--- src/tprc_consts.svh ---
`ifndef TPRC_CONSTS_SVH
`define TPRC_CONSTS_SVH
// register word offsets (byte addresses, one 32-bit word each)
`define TPRC_OFS_CTRL 8'h00
`define TPRC_OFS_CLEAR 8'h04
`define TPRC_OFS_RAMP_EN 8'h08
`define TPRC_OFS_STICKY 8'h0C
`define TPRC_OFS_SEL 8'h10
`define TPRC_OFS_CREST_CFG 8'h14
`define TPRC_OFS_MEAN_CFG 8'h18
`define TPRC_OFS_STATUS 8'h1C
`define TPRC_OFS_MEAN_POWER 8'h20
`define TPRC_OFS_TRIP_POWER 8'h24
`define TPRC_OFS_RATIO 8'h28
// clear codes
`define TPRC_CLR_MEAN 2'h1
`define TPRC_CLR_CREST 2'h2
`define TPRC_CLR_BOTH 2'h3
// ramp-down source bit positions
`define TPRC_SRC_PROT 7
`define TPRC_SRC_DFR0 0
// attenuation target in dB and per-cycle step
`define TPRC_ATTEN_MAX_DB 8'h28
`define TPRC_ATTEN_STEP 8'h01
// window length base: 2^(len+5) samples
`define TPRC_WINDOW_BASE 5
// sticky reset value: all manual clear (sticky default)
`define TPRC_STICKY_RST 3'h7
`endif

--- src/tprc_pkg.sv ---
// Purpose: types for the transmit power trip and ramp-down block
// Assumes: tprc_consts.svh holds the numbers
// Notes: none
package tprc_pkg;
  typedef struct packed {
    logic [15:0] crest_level_limit;
    logic [7:0] crest_count_limit;
    logic [3:0] crest_window_len;
    logic [15:0] mean_level_limit;
    logic [3:0] mean_window_len;
    logic crest_en;
    logic mean_en;
    logic ratio_en;
  } tprc_meas_cfg_t;
  typedef struct packed {
    logic crest_trip;
    logic mean_trip;
    logic [15:0] mean_power;
    logic [15:0] peak_power;
    logic mean_done;
  } tprc_meas_out_t;
  typedef struct packed {
    logic [7:0] win_cnt_unused;
  } tprc_dummy_t;
endpackage : tprc_pkg

--- src/tprc_crest_mon.sv ---
// Purpose: peak sample counting against a limit per window
// Assumes: one sample per clock
// Notes: trip is a level for the rest of the window
`include "tprc_consts.svh"
module tprc_crest_mon (
  input wire logic clk,
  input wire logic reset_n,
  input wire logic enable,
  input wire logic [15:0] sample_power,
  input wire logic [15:0] crest_level_limit,
  input wire logic [7:0] crest_count_limit,
  input wire logic [3:0] crest_window_len,
  output logic trip,
  output logic [15:0] peak_power
);
  typedef struct packed {
    logic [20:0] win;
    logic [8:0] count;
    logic trip;
    logic [15:0] peak;
    logic [15:0] last;
  } tprc_crest_st_t;
  tprc_crest_st_t st_reg, st_next;
  logic [20:0] win_end;
  assign win_end = 21'((21'h1 << (5'(crest_window_len) + 5'(`TPRC_WINDOW_BASE))) - 21'h1);
  always_comb begin
    st_next = st_reg;
    if (!enable) begin
      st_next = '0;
    end else begin
      if (sample_power > st_reg.peak) st_next.peak = sample_power;
      if (sample_power > crest_level_limit && st_reg.count != 9'h1FF)
        st_next.count = st_reg.count + 9'h001;
      st_next.trip = st_next.count > {1'b0, crest_count_limit};
      if (st_reg.win == win_end) begin
        st_next.win = '0;
        st_next.count = '0;
        // completed window peak stays visible for the ratio
        st_next.last = st_next.peak;
        st_next.peak = '0;
      end else begin
        st_next.win = st_reg.win + 21'h000001;
      end
    end
  end
  always_ff @(posedge clk or negedge reset_n) begin
    if (!reset_n) st_reg <= '0;
    else st_reg <= st_next;
  end
  assign trip = st_reg.trip;
  assign peak_power = st_reg.last;
endmodule : tprc_crest_mon

--- src/tprc_mean_mon.sv ---
// Purpose: windowed mean power and threshold compare
// Assumes: one sample per clock
// Notes: result updates at each window end
`include "tprc_consts.svh"
module tprc_mean_mon (
  input wire logic clk,
  input wire logic reset_n,
  input wire logic enable,
  input wire logic [15:0] sample_power,
  input wire logic [15:0] mean_level_limit,
  input wire logic [3:0] mean_window_len,
  output logic trip,
  output logic done,
  output logic [15:0] mean_power
);
  typedef struct packed {
    logic [20:0] win;
    logic [36:0] acc;
    logic [15:0] mean;
    logic trip;
    logic done;
  } tprc_mean_st_t;
  tprc_mean_st_t st_reg, st_next;
  logic [20:0] win_end;
  logic [36:0] acc_full;
  logic [15:0] avg;
  assign win_end = 21'((21'h1 << (5'(mean_window_len) + 5'(`TPRC_WINDOW_BASE))) - 21'h1);
  assign acc_full = st_reg.acc + {21'h0, sample_power};
  assign avg = 16'(acc_full >> (5'(mean_window_len) + 5'(`TPRC_WINDOW_BASE)));
  always_comb begin
    st_next = st_reg;
    st_next.done = 1'b0;
    if (!enable) begin
      st_next = '0;
    end else if (st_reg.win == win_end) begin
      st_next.win = '0;
      st_next.acc = '0;
      st_next.mean = avg;
      st_next.trip = avg > mean_level_limit;
      st_next.done = 1'b1;
    end else begin
      st_next.win = st_reg.win + 21'h000001;
      st_next.acc = acc_full;
    end
  end
  always_ff @(posedge clk or negedge reset_n) begin
    if (!reset_n) st_reg <= '0;
    else st_reg <= st_next;
  end
  assign trip = st_reg.trip;
  assign done = st_reg.done;
  assign mean_power = st_reg.mean;
endmodule : tprc_mean_mon

--- src/tprc_top.sv ---
// Purpose: one transmitter's power trip flags and attenuation ramp-down control
// Assumes: Avalon-MM slave, one sample power value per clock
// Notes: transmitter_select bit 0 addresses this transmitter
// Overview of operation
// - peak overload flag reads 1 after peak trip, sticky per selection.
// - mean overload flag reads 1 after mean trip, sticky per selection.
// - tripping mean power is captured, only on a mean error.
// - latest completed mean power result is reported, 16 bits.
// - mean-to-crest ratio reported, valid with both measurements enabled.
// - clear code 1 clears mean, 2 clears peak, 3 clears both.
// - clears act only when write data bit 8 selects this transmitter, whatever transmitter_select holds.
// - protection flags clear by combined event clear or dedicated clear.
// - ramp source map D7 protection, D6..D2 PLLs, D1..D0 deframers.
// - enable value applies to every masked source on selected transmitters.
// - sticky mode restores attenuation after clear and event deassert.
// - auto-clear mode holds ramp-down only while event asserted.
// - enabled event ramps attenuation down to 40 dB.
// - count peaks above limit per window, reset at end, trip on exceed.
// - mean error when window mean exceeds the mean level limit.
// - three sticky selections: events, mean error, peak error.
`include "tprc_consts.svh"
module tprc_top (
  input wire logic clk,
  input wire logic reset_n,
  input wire logic [5:0] avs_address,
  input wire logic avs_read,
  input wire logic avs_write,
  input wire logic [31:0] avs_writedata,
  output logic [31:0] avs_readdata,
  output logic avs_waitrequest,
  input wire logic [15:0] sample_power,
  input wire logic [6:0] event_in,
  output logic [7:0] atten_db,
  output logic rampdown_active,
  output logic peak_overload_flag,
  output logic mean_overload_flag
);
  typedef struct packed {
    tprc_pkg::tprc_meas_cfg_t cfg;
    logic [7:0] rampdown_source_select;
    logic [2:0] sticky;
    logic transmitter_select;
    logic crest_flag;
    logic mean_flag;
    logic [6:0] evt_latch;
    logic [15:0] trip_power_latched;
    logic [15:0] ratio;
    logic held;
    logic [7:0] atten;
    logic [7:0] restore;
    logic [31:0] rdata;
    logic ack;
    logic [6:0] ev_s1;
    logic [6:0] ev_s2;
  } tprc_state_t;
  tprc_state_t st_reg, st_next;
  logic crest_trip, mean_trip, mean_done;
  logic [15:0] mean_power_result, peak_power;
  logic wr, rd, sel_clr_mean, sel_clr_crest, evt_clear, prot_src, trigger;
  logic [7:0] active_src;
  logic [31:0] q;

  function automatic logic hit(input logic [5:0] a, input logic [7:0] ofs);
    return {a, 2'b00} == ofs;
  endfunction : hit
  function automatic logic clears_mean(input logic [1:0] code);
    return code == `TPRC_CLR_MEAN || code == `TPRC_CLR_BOTH;
  endfunction : clears_mean
  function automatic logic clears_crest(input logic [1:0] code);
    return code == `TPRC_CLR_CREST || code == `TPRC_CLR_BOTH;
  endfunction : clears_crest

  tprc_crest_mon u_crest (
    .clk(clk),
    .reset_n(reset_n),
    .enable(st_reg.cfg.crest_en),
    .sample_power(sample_power),
    .crest_level_limit(st_reg.cfg.crest_level_limit),
    .crest_count_limit(st_reg.cfg.crest_count_limit),
    .crest_window_len(st_reg.cfg.crest_window_len),
    .trip(crest_trip),
    .peak_power(peak_power)
  );
  tprc_mean_mon u_mean (
    .clk(clk),
    .reset_n(reset_n),
    .enable(st_reg.cfg.mean_en),
    .sample_power(sample_power),
    .mean_level_limit(st_reg.cfg.mean_level_limit),
    .mean_window_len(st_reg.cfg.mean_window_len),
    .trip(mean_trip),
    .done(mean_done),
    .mean_power(mean_power_result)
  );

  assign wr = avs_write && !st_reg.ack;
  assign rd = avs_read && !st_reg.ack;
  // clear decode from the clear register, gated by write data bit 8, not by transmitter_select
  always_comb begin
    logic [1:0] code;
    code = avs_writedata[1:0];
    sel_clr_mean = 1'b0;
    sel_clr_crest = 1'b0;
    evt_clear = 1'b0;
    if (wr && avs_writedata[8]) begin
      if (hit(avs_address, `TPRC_OFS_CLEAR)) begin
        sel_clr_mean = clears_mean(code);
        sel_clr_crest = clears_crest(code);
        evt_clear = avs_writedata[2];
        if (avs_writedata[2]) begin
          sel_clr_mean = 1'b1;
          sel_clr_crest = 1'b1;
        end
      end
    end
  end
  assign prot_src = st_reg.crest_flag | st_reg.mean_flag;
  assign active_src = {prot_src, st_reg.evt_latch} & st_reg.rampdown_source_select;
  assign trigger = |active_src;
  always_comb begin
    q = 32'h0;
    unique case ({avs_address, 2'b00})
      `TPRC_OFS_CTRL: q = {29'h0, st_reg.cfg.ratio_en, st_reg.cfg.mean_en, st_reg.cfg.crest_en};
      `TPRC_OFS_RAMP_EN: q = {24'h0, st_reg.rampdown_source_select};
      `TPRC_OFS_STICKY: q = {29'h0, st_reg.sticky};
      `TPRC_OFS_SEL: q = {31'h0, st_reg.transmitter_select};
      `TPRC_OFS_CREST_CFG: q = {st_reg.cfg.crest_level_limit, st_reg.cfg.crest_count_limit,
                                4'h0, st_reg.cfg.crest_window_len};
      `TPRC_OFS_MEAN_CFG: q = {st_reg.cfg.mean_level_limit, 12'h0, st_reg.cfg.mean_window_len};
      `TPRC_OFS_STATUS: q = {st_reg.atten, 13'h0, st_reg.held, st_reg.evt_latch,
                             |st_reg.evt_latch, st_reg.crest_flag, st_reg.mean_flag};
      `TPRC_OFS_MEAN_POWER: q = {16'h0, mean_power_result};
      `TPRC_OFS_TRIP_POWER: q = {16'h0, st_reg.trip_power_latched};
      `TPRC_OFS_RATIO: q = {16'h0, st_reg.ratio};
      default: q = 32'h0;
    endcase
  end
  always_comb begin
    st_next = st_reg;
    st_next.ack = (avs_read || avs_write) && !st_reg.ack;
    st_next.ev_s1 = event_in;
    st_next.ev_s2 = st_reg.ev_s1;
    if (rd) st_next.rdata = q;
    if (wr) begin
      if (hit(avs_address, `TPRC_OFS_SEL)) st_next.transmitter_select = avs_writedata[0];
      if (st_reg.transmitter_select) begin
        if (hit(avs_address, `TPRC_OFS_CTRL)) begin
          st_next.cfg.crest_en = avs_writedata[0];
          st_next.cfg.mean_en = avs_writedata[1];
          st_next.cfg.ratio_en = avs_writedata[2];
        end
        if (hit(avs_address, `TPRC_OFS_STICKY)) st_next.sticky = avs_writedata[2:0];
        if (hit(avs_address, `TPRC_OFS_CREST_CFG)) begin
          st_next.cfg.crest_level_limit = avs_writedata[31:16];
          st_next.cfg.crest_count_limit = avs_writedata[15:8];
          st_next.cfg.crest_window_len = avs_writedata[3:0];
        end
        if (hit(avs_address, `TPRC_OFS_MEAN_CFG)) begin
          st_next.cfg.mean_level_limit = avs_writedata[31:16];
          st_next.cfg.mean_window_len = avs_writedata[3:0];
        end
      end
      if (hit(avs_address, `TPRC_OFS_RAMP_EN) && avs_writedata[16]) begin
        for (int i = 0; i < 8; i++) begin
          if (avs_writedata[i]) st_next.rampdown_source_select[i] = avs_writedata[8];
        end
      end
    end
    // flag clears first, then sets win
    if (sel_clr_mean) st_next.mean_flag = 1'b0;
    if (sel_clr_crest) st_next.crest_flag = 1'b0;
    if (evt_clear) st_next.evt_latch = '0;
    if (!st_reg.sticky[1]) st_next.mean_flag = 1'b0;
    if (!st_reg.sticky[0]) st_next.crest_flag = 1'b0;
    if (!st_reg.sticky[2]) st_next.evt_latch = '0;
    if (crest_trip) st_next.crest_flag = 1'b1;
    if (mean_trip) st_next.mean_flag = 1'b1;
    st_next.evt_latch = st_next.evt_latch | st_reg.ev_s2;
    if (mean_done && mean_trip) st_next.trip_power_latched = mean_power_result;
    if (st_reg.cfg.ratio_en && st_reg.cfg.crest_en && st_reg.cfg.mean_en && mean_done)
      st_next.ratio = peak_power == 16'h0 ? 16'h0 :
                      16'(({mean_power_result, 16'h0}) / {16'h0, peak_power});
    // ramp-down held while any enabled source stands (sticky via latched flags)
    if (trigger) begin
      if (!st_reg.held) st_next.restore = st_reg.atten;
      st_next.held = 1'b1;
      if (st_reg.atten < `TPRC_ATTEN_MAX_DB)
        st_next.atten = st_reg.atten + `TPRC_ATTEN_STEP;
    end else if (st_reg.held) begin
      st_next.held = 1'b0;
      st_next.atten = st_reg.restore;
    end
  end
  always_ff @(posedge clk or negedge reset_n) begin
    if (!reset_n) begin
      st_reg <= '0;
      st_reg.sticky <= `TPRC_STICKY_RST;
      st_reg.transmitter_select <= 1'b1;
    end else begin
      st_reg <= st_next;
    end
  end
  always_ff @(posedge clk or negedge reset_n) begin
    if (!reset_n) begin
      avs_readdata <= 32'h0;
      avs_waitrequest <= 1'b1;
      atten_db <= 8'h0;
      rampdown_active <= 1'b0;
      peak_overload_flag <= 1'b0;
      mean_overload_flag <= 1'b0;
    end else begin
      avs_readdata <= st_next.rdata;
      avs_waitrequest <= !st_next.ack;
      atten_db <= st_next.atten;
      rampdown_active <= st_next.held;
      peak_overload_flag <= st_next.crest_flag;
      mean_overload_flag <= st_next.mean_flag;
    end
  end
endmodule : tprc_top

--- config.mk ---
export PLATFORM = sky130hd
export DESIGN_NAME = tprc_top
export DESIGN_NICKNAME = d
export VERILOG_FILES = /design/src/tprc_pkg.sv /design/src/tprc_crest_mon.sv /design/src/tprc_mean_mon.sv /design/src/tprc_top.sv
export VERILOG_INCLUDE_DIRS = /design/src
export SDC_FILE = /design/constraint.sdc
export NUM_CORES = 2
export LEC_CHECK = 0
export BUFFER_PORTS_ARGS = -buffer_cell sky130_fd_sc_hd__buf_4
export CORE_ASPECT_RATIO = 0.5
export CORE_MARGIN = 2
export CORE_UTILIZATION = 30
export DETAILED_ROUTE_END_ITERATION = 10
export PLACE_DENSITY_LB_ADDON = 0.12
export SLEW_MARGIN = 20
export SYNTH_ARGS = -nofsm -noshare
export SYNTH_HDL_FRONTEND = slang
export SYNTH_SLANG_ARGS = --single-unit
export TNS_END_PERCENT = 50
--- constraint.sdc ---
create_clock -name clk -period 143.8 [get_ports clk]
set_input_delay 14.38 -clock clk [delete_from_list [all_inputs] [get_ports clk]]
set_output_delay 14.38 -clock clk [all_outputs]
set_load 0.1 [all_outputs]
==> results.sh <==
export IMPL_outcome="finished, final reports clean"
export IMPL_dp_slack_ns=49.93
export IMPL_final_hold_violation_count=0
export IMPL_cap_violations=0
export IMPL_postRouteAntennaNets=0
export IMPL_cts_tree="built"
export IMPL_clk_path_buf_depth=3
export IMPL_first_pass_iters=6
export IMPL_required_ns=144.23
export IMPL_grt_pass1_vias=41700
export IMPL_yosysTopAreaCellShare_pct=17.4
export IMPL_tns_ns=0
export IMPL_syn_inst=5763
export IMPL_syn_area_um2=43500
export IMPL_drive_gt1_share_pct=8.72
export IMPL_io_buffers=108
export IMPL_core_um2=143000
export IMPL_yosys_top_cells_area="dfrtp_1 (17%), ha_1 (13%), nor2_1 (5.1%)"
export IMPL_multi_input_area_um2=34000
export IMPL_layout_commonest_cell="nor2_1"
export IMPL_routabilityCongestion=0.934
export IMPL_synth_seq_cells=307
export IMPL_synth_ff_type="dfrtp_1"
export IMPL_grt_overflow_total=0
export IMPL_crit_fanout=32
export IMPL_start_util_pct=30.3
export IMPL_final_cell_mix="nor2_1 (591), nand2_1 (536), ha_1 (460), a21oi_1 (414), o21ai_0 (402)"
export IMPL_yosys_area_top_type="dfrtp_1"
export IMPL_cts_sinks=307
export IMPL_leakage_nw=20.6
export IMPL_syn_nets=6290
export IMPL_syn_avg_cell_area_um2=7.55
export IMPL_holdBufCountCts=0
export IMPL_crit_slowest_cell="o2111a_1"
export IMPL_critPathBufInv=17
export IMPL_antenna_cells=0
export IMPL_powerDensity_nw_per_um2=4.81
export IMPL_dp_hpwl_um=126000
export IMPL_io_pins=109
export IMPL_worst_setup_path_end_kind="flip-flop"
export IMPL_fin_nets=6243
export IMPL_yosysUniqueCellTypes=121
export IMPL_clkLatencyLatePin_ns=0.61
export IMPL_cts_buffers=40
export IMPL_grt_max_degree=68
export IMPL_htree_levels=2
export IMPL_drc=0
export IMPL_final_seq_area_um2=7690
export IMPL_globalRouteTotalUtil_pct=21.2
export IMPL_setup_viol=0
export IMPL_power_total_mw=0.228
export IMPL_rsz0062_at_grt="false"
export IMPL_clk_pin_slew_ns=0.06
export IMPL_drt_iter0_drc=3308
export IMPL_startpoint_type="flip-flop"
export IMPL_grt_pass1_wl_um=250000
export IMPL_period_minus_slack_ns=95.38
export IMPL_largest_reg_flops=118
export IMPL_crit_family="compound AO/OA/AOI/OAI gates"
export IMPL_cp_arrival_ns=95.81
export IMPL_cts_setup_buffers=0
export IMPL_fmax_mhz=10.5
export IMPL_fin_skew_ns=0.0529
export IMPL_worst_path_most_repeated_cell="o21a_1"
export IMPL_die_w_um=543
export IMPL_post_cts_resized=0
export IMPL_wirelength_um=162000
export IMPL_slew_viol_final=0
export IMPL_synth_edf_count=0
export IMPL_num_fill_cells=15200
export IMPL_root_buffer="clkbuf_16"
export IMPL_fin_ws_ns=48.42
export IMPL_vdd_ir_drop_max_uv=9.52
export IMPL_synthArstFlopShare_pct=100
export IMPL_yosys_warnings=0
export IMPL_fp_dieArea_um2=148000
export IMPL_num_rows=98
export IMPL_num_vias=43400
export IMPL_slew_limit_headroom_pct=30.7
export IMPL_die_height_um=273
export IMPL_dp_cells=7574
export IMPL_hp_class="flip-flop to flip-flop"
export IMPL_layout_cells_non_filler=7646
export IMPL_wl_per_cell_um=21.2
export IMPL_fin_crit_sh_pct=66.3
export IMPL_vias_per_cell=5.68
export IMPL_antenna_found_initial=2
export IMPL_yosysSeqAreaShare_pct=17.7
export IMPL_cpPeakStageDelay_ns=0.78
export IMPL_tightest_slew_ns=1.04
export IMPL_area_growth_pct=9.02
export IMPL_utilization_pct=33.1
export IMPL_worstSetupPathType="flip-flop to flip-flop"
[final timing paths]
kind	to	start	depth (start not counted)	slack (ns)
max in group asynchronous	st_reg[120]	reset_n	3	127.93
worst min register to register	st_reg[2]	st_next[2]	0	0.33
min in group asynchronous	st_reg[78]	reset_n	1	13.79
worst min-delay path	st_reg[2]	st_next[2]	0	0.33
worst max register to register	st_reg[64]	u_crest.peak_power[11]	424	48.42
worst max-delay path	st_reg[64]	u_crest.peak_power[11]	424	48.42
[area by class of cell]
cell class                 count  area share [%]
tap                         1900            5.01
timing repair buffer         170            2.71
multi-input combinational   4993            71.6
clock buffer                  51            2.37
inverter                     204            1.61
sequential                   307            16.2
clock inverter                21           0.459
[layer usage]
layer	vias to the layer above	part of all wire, %	GRT usage (%)
met2	1074	43	33.9
met1	21000	50	30.7
li1	21200	-	-
met3	168	4.6	2.17
met5	-	0	0
met4	0	2.0	4.41
[logic make-up (layout without fill, tap and decap cells)]
family          count (synthesis)  count (layout)  synth area share [%]
compound gates               1800            1800                  27.2
xor+xnor                      345             345                  6.94
fa+ha+maj                     463             463                  13.3
buf+inv                       463             446                  4.45
flops                         307             307                  17.7
mux                           269             269                  6.64
simple gates                 2116            2116                  23.8
[worst reg2reg max path, delay by kind of cell (launching register included)]
kind	cells	cell delay (ns)
AO/OA/AOI/OAI	251	52.52
XOR/XNOR	1	0.31
adder cells (fa/ha/maj)	32	10.02
buffers and inverters	17	3.73
flip-flops	1	0.53
multiplexers	10	3.15
AND/OR/NAND/NOR	113	24.92
[power breakdown]
part	internal (mW)	total, mW	switching (mW)	leakage, nW
Combinational	0.00883	0.0315	0.0227	16.0
Sequential	0.0893	0.0928	0.00349	3.93
Clock	0.0595	0.104	0.0446	0.645
[Yosys cell counts, types with 138 or more instances]
cell type  count
xnor2_1      211
nand3_1      138
a21o_1       170
nor3_1       205
nor2_1       592
ha_1         460
o21a_1       174
inv_1        201
a21oi_1      415
dfrtp_1      302
clkbuf_1     168
nand2_1      536
o21ai_0      402
[metrics by stage]
step | instance area, um2 | hold slack, ns
after floorplan | 43500 | 0.331
after global placement | 46100 | 0.335
after detailed placement | 46100 | 0.343
after CTS | 47400 | 0.334
after global routing | 47400 | 0.341
final | 47400 | 0.331
Note: power is estimated with default switching activity, not from simulation.
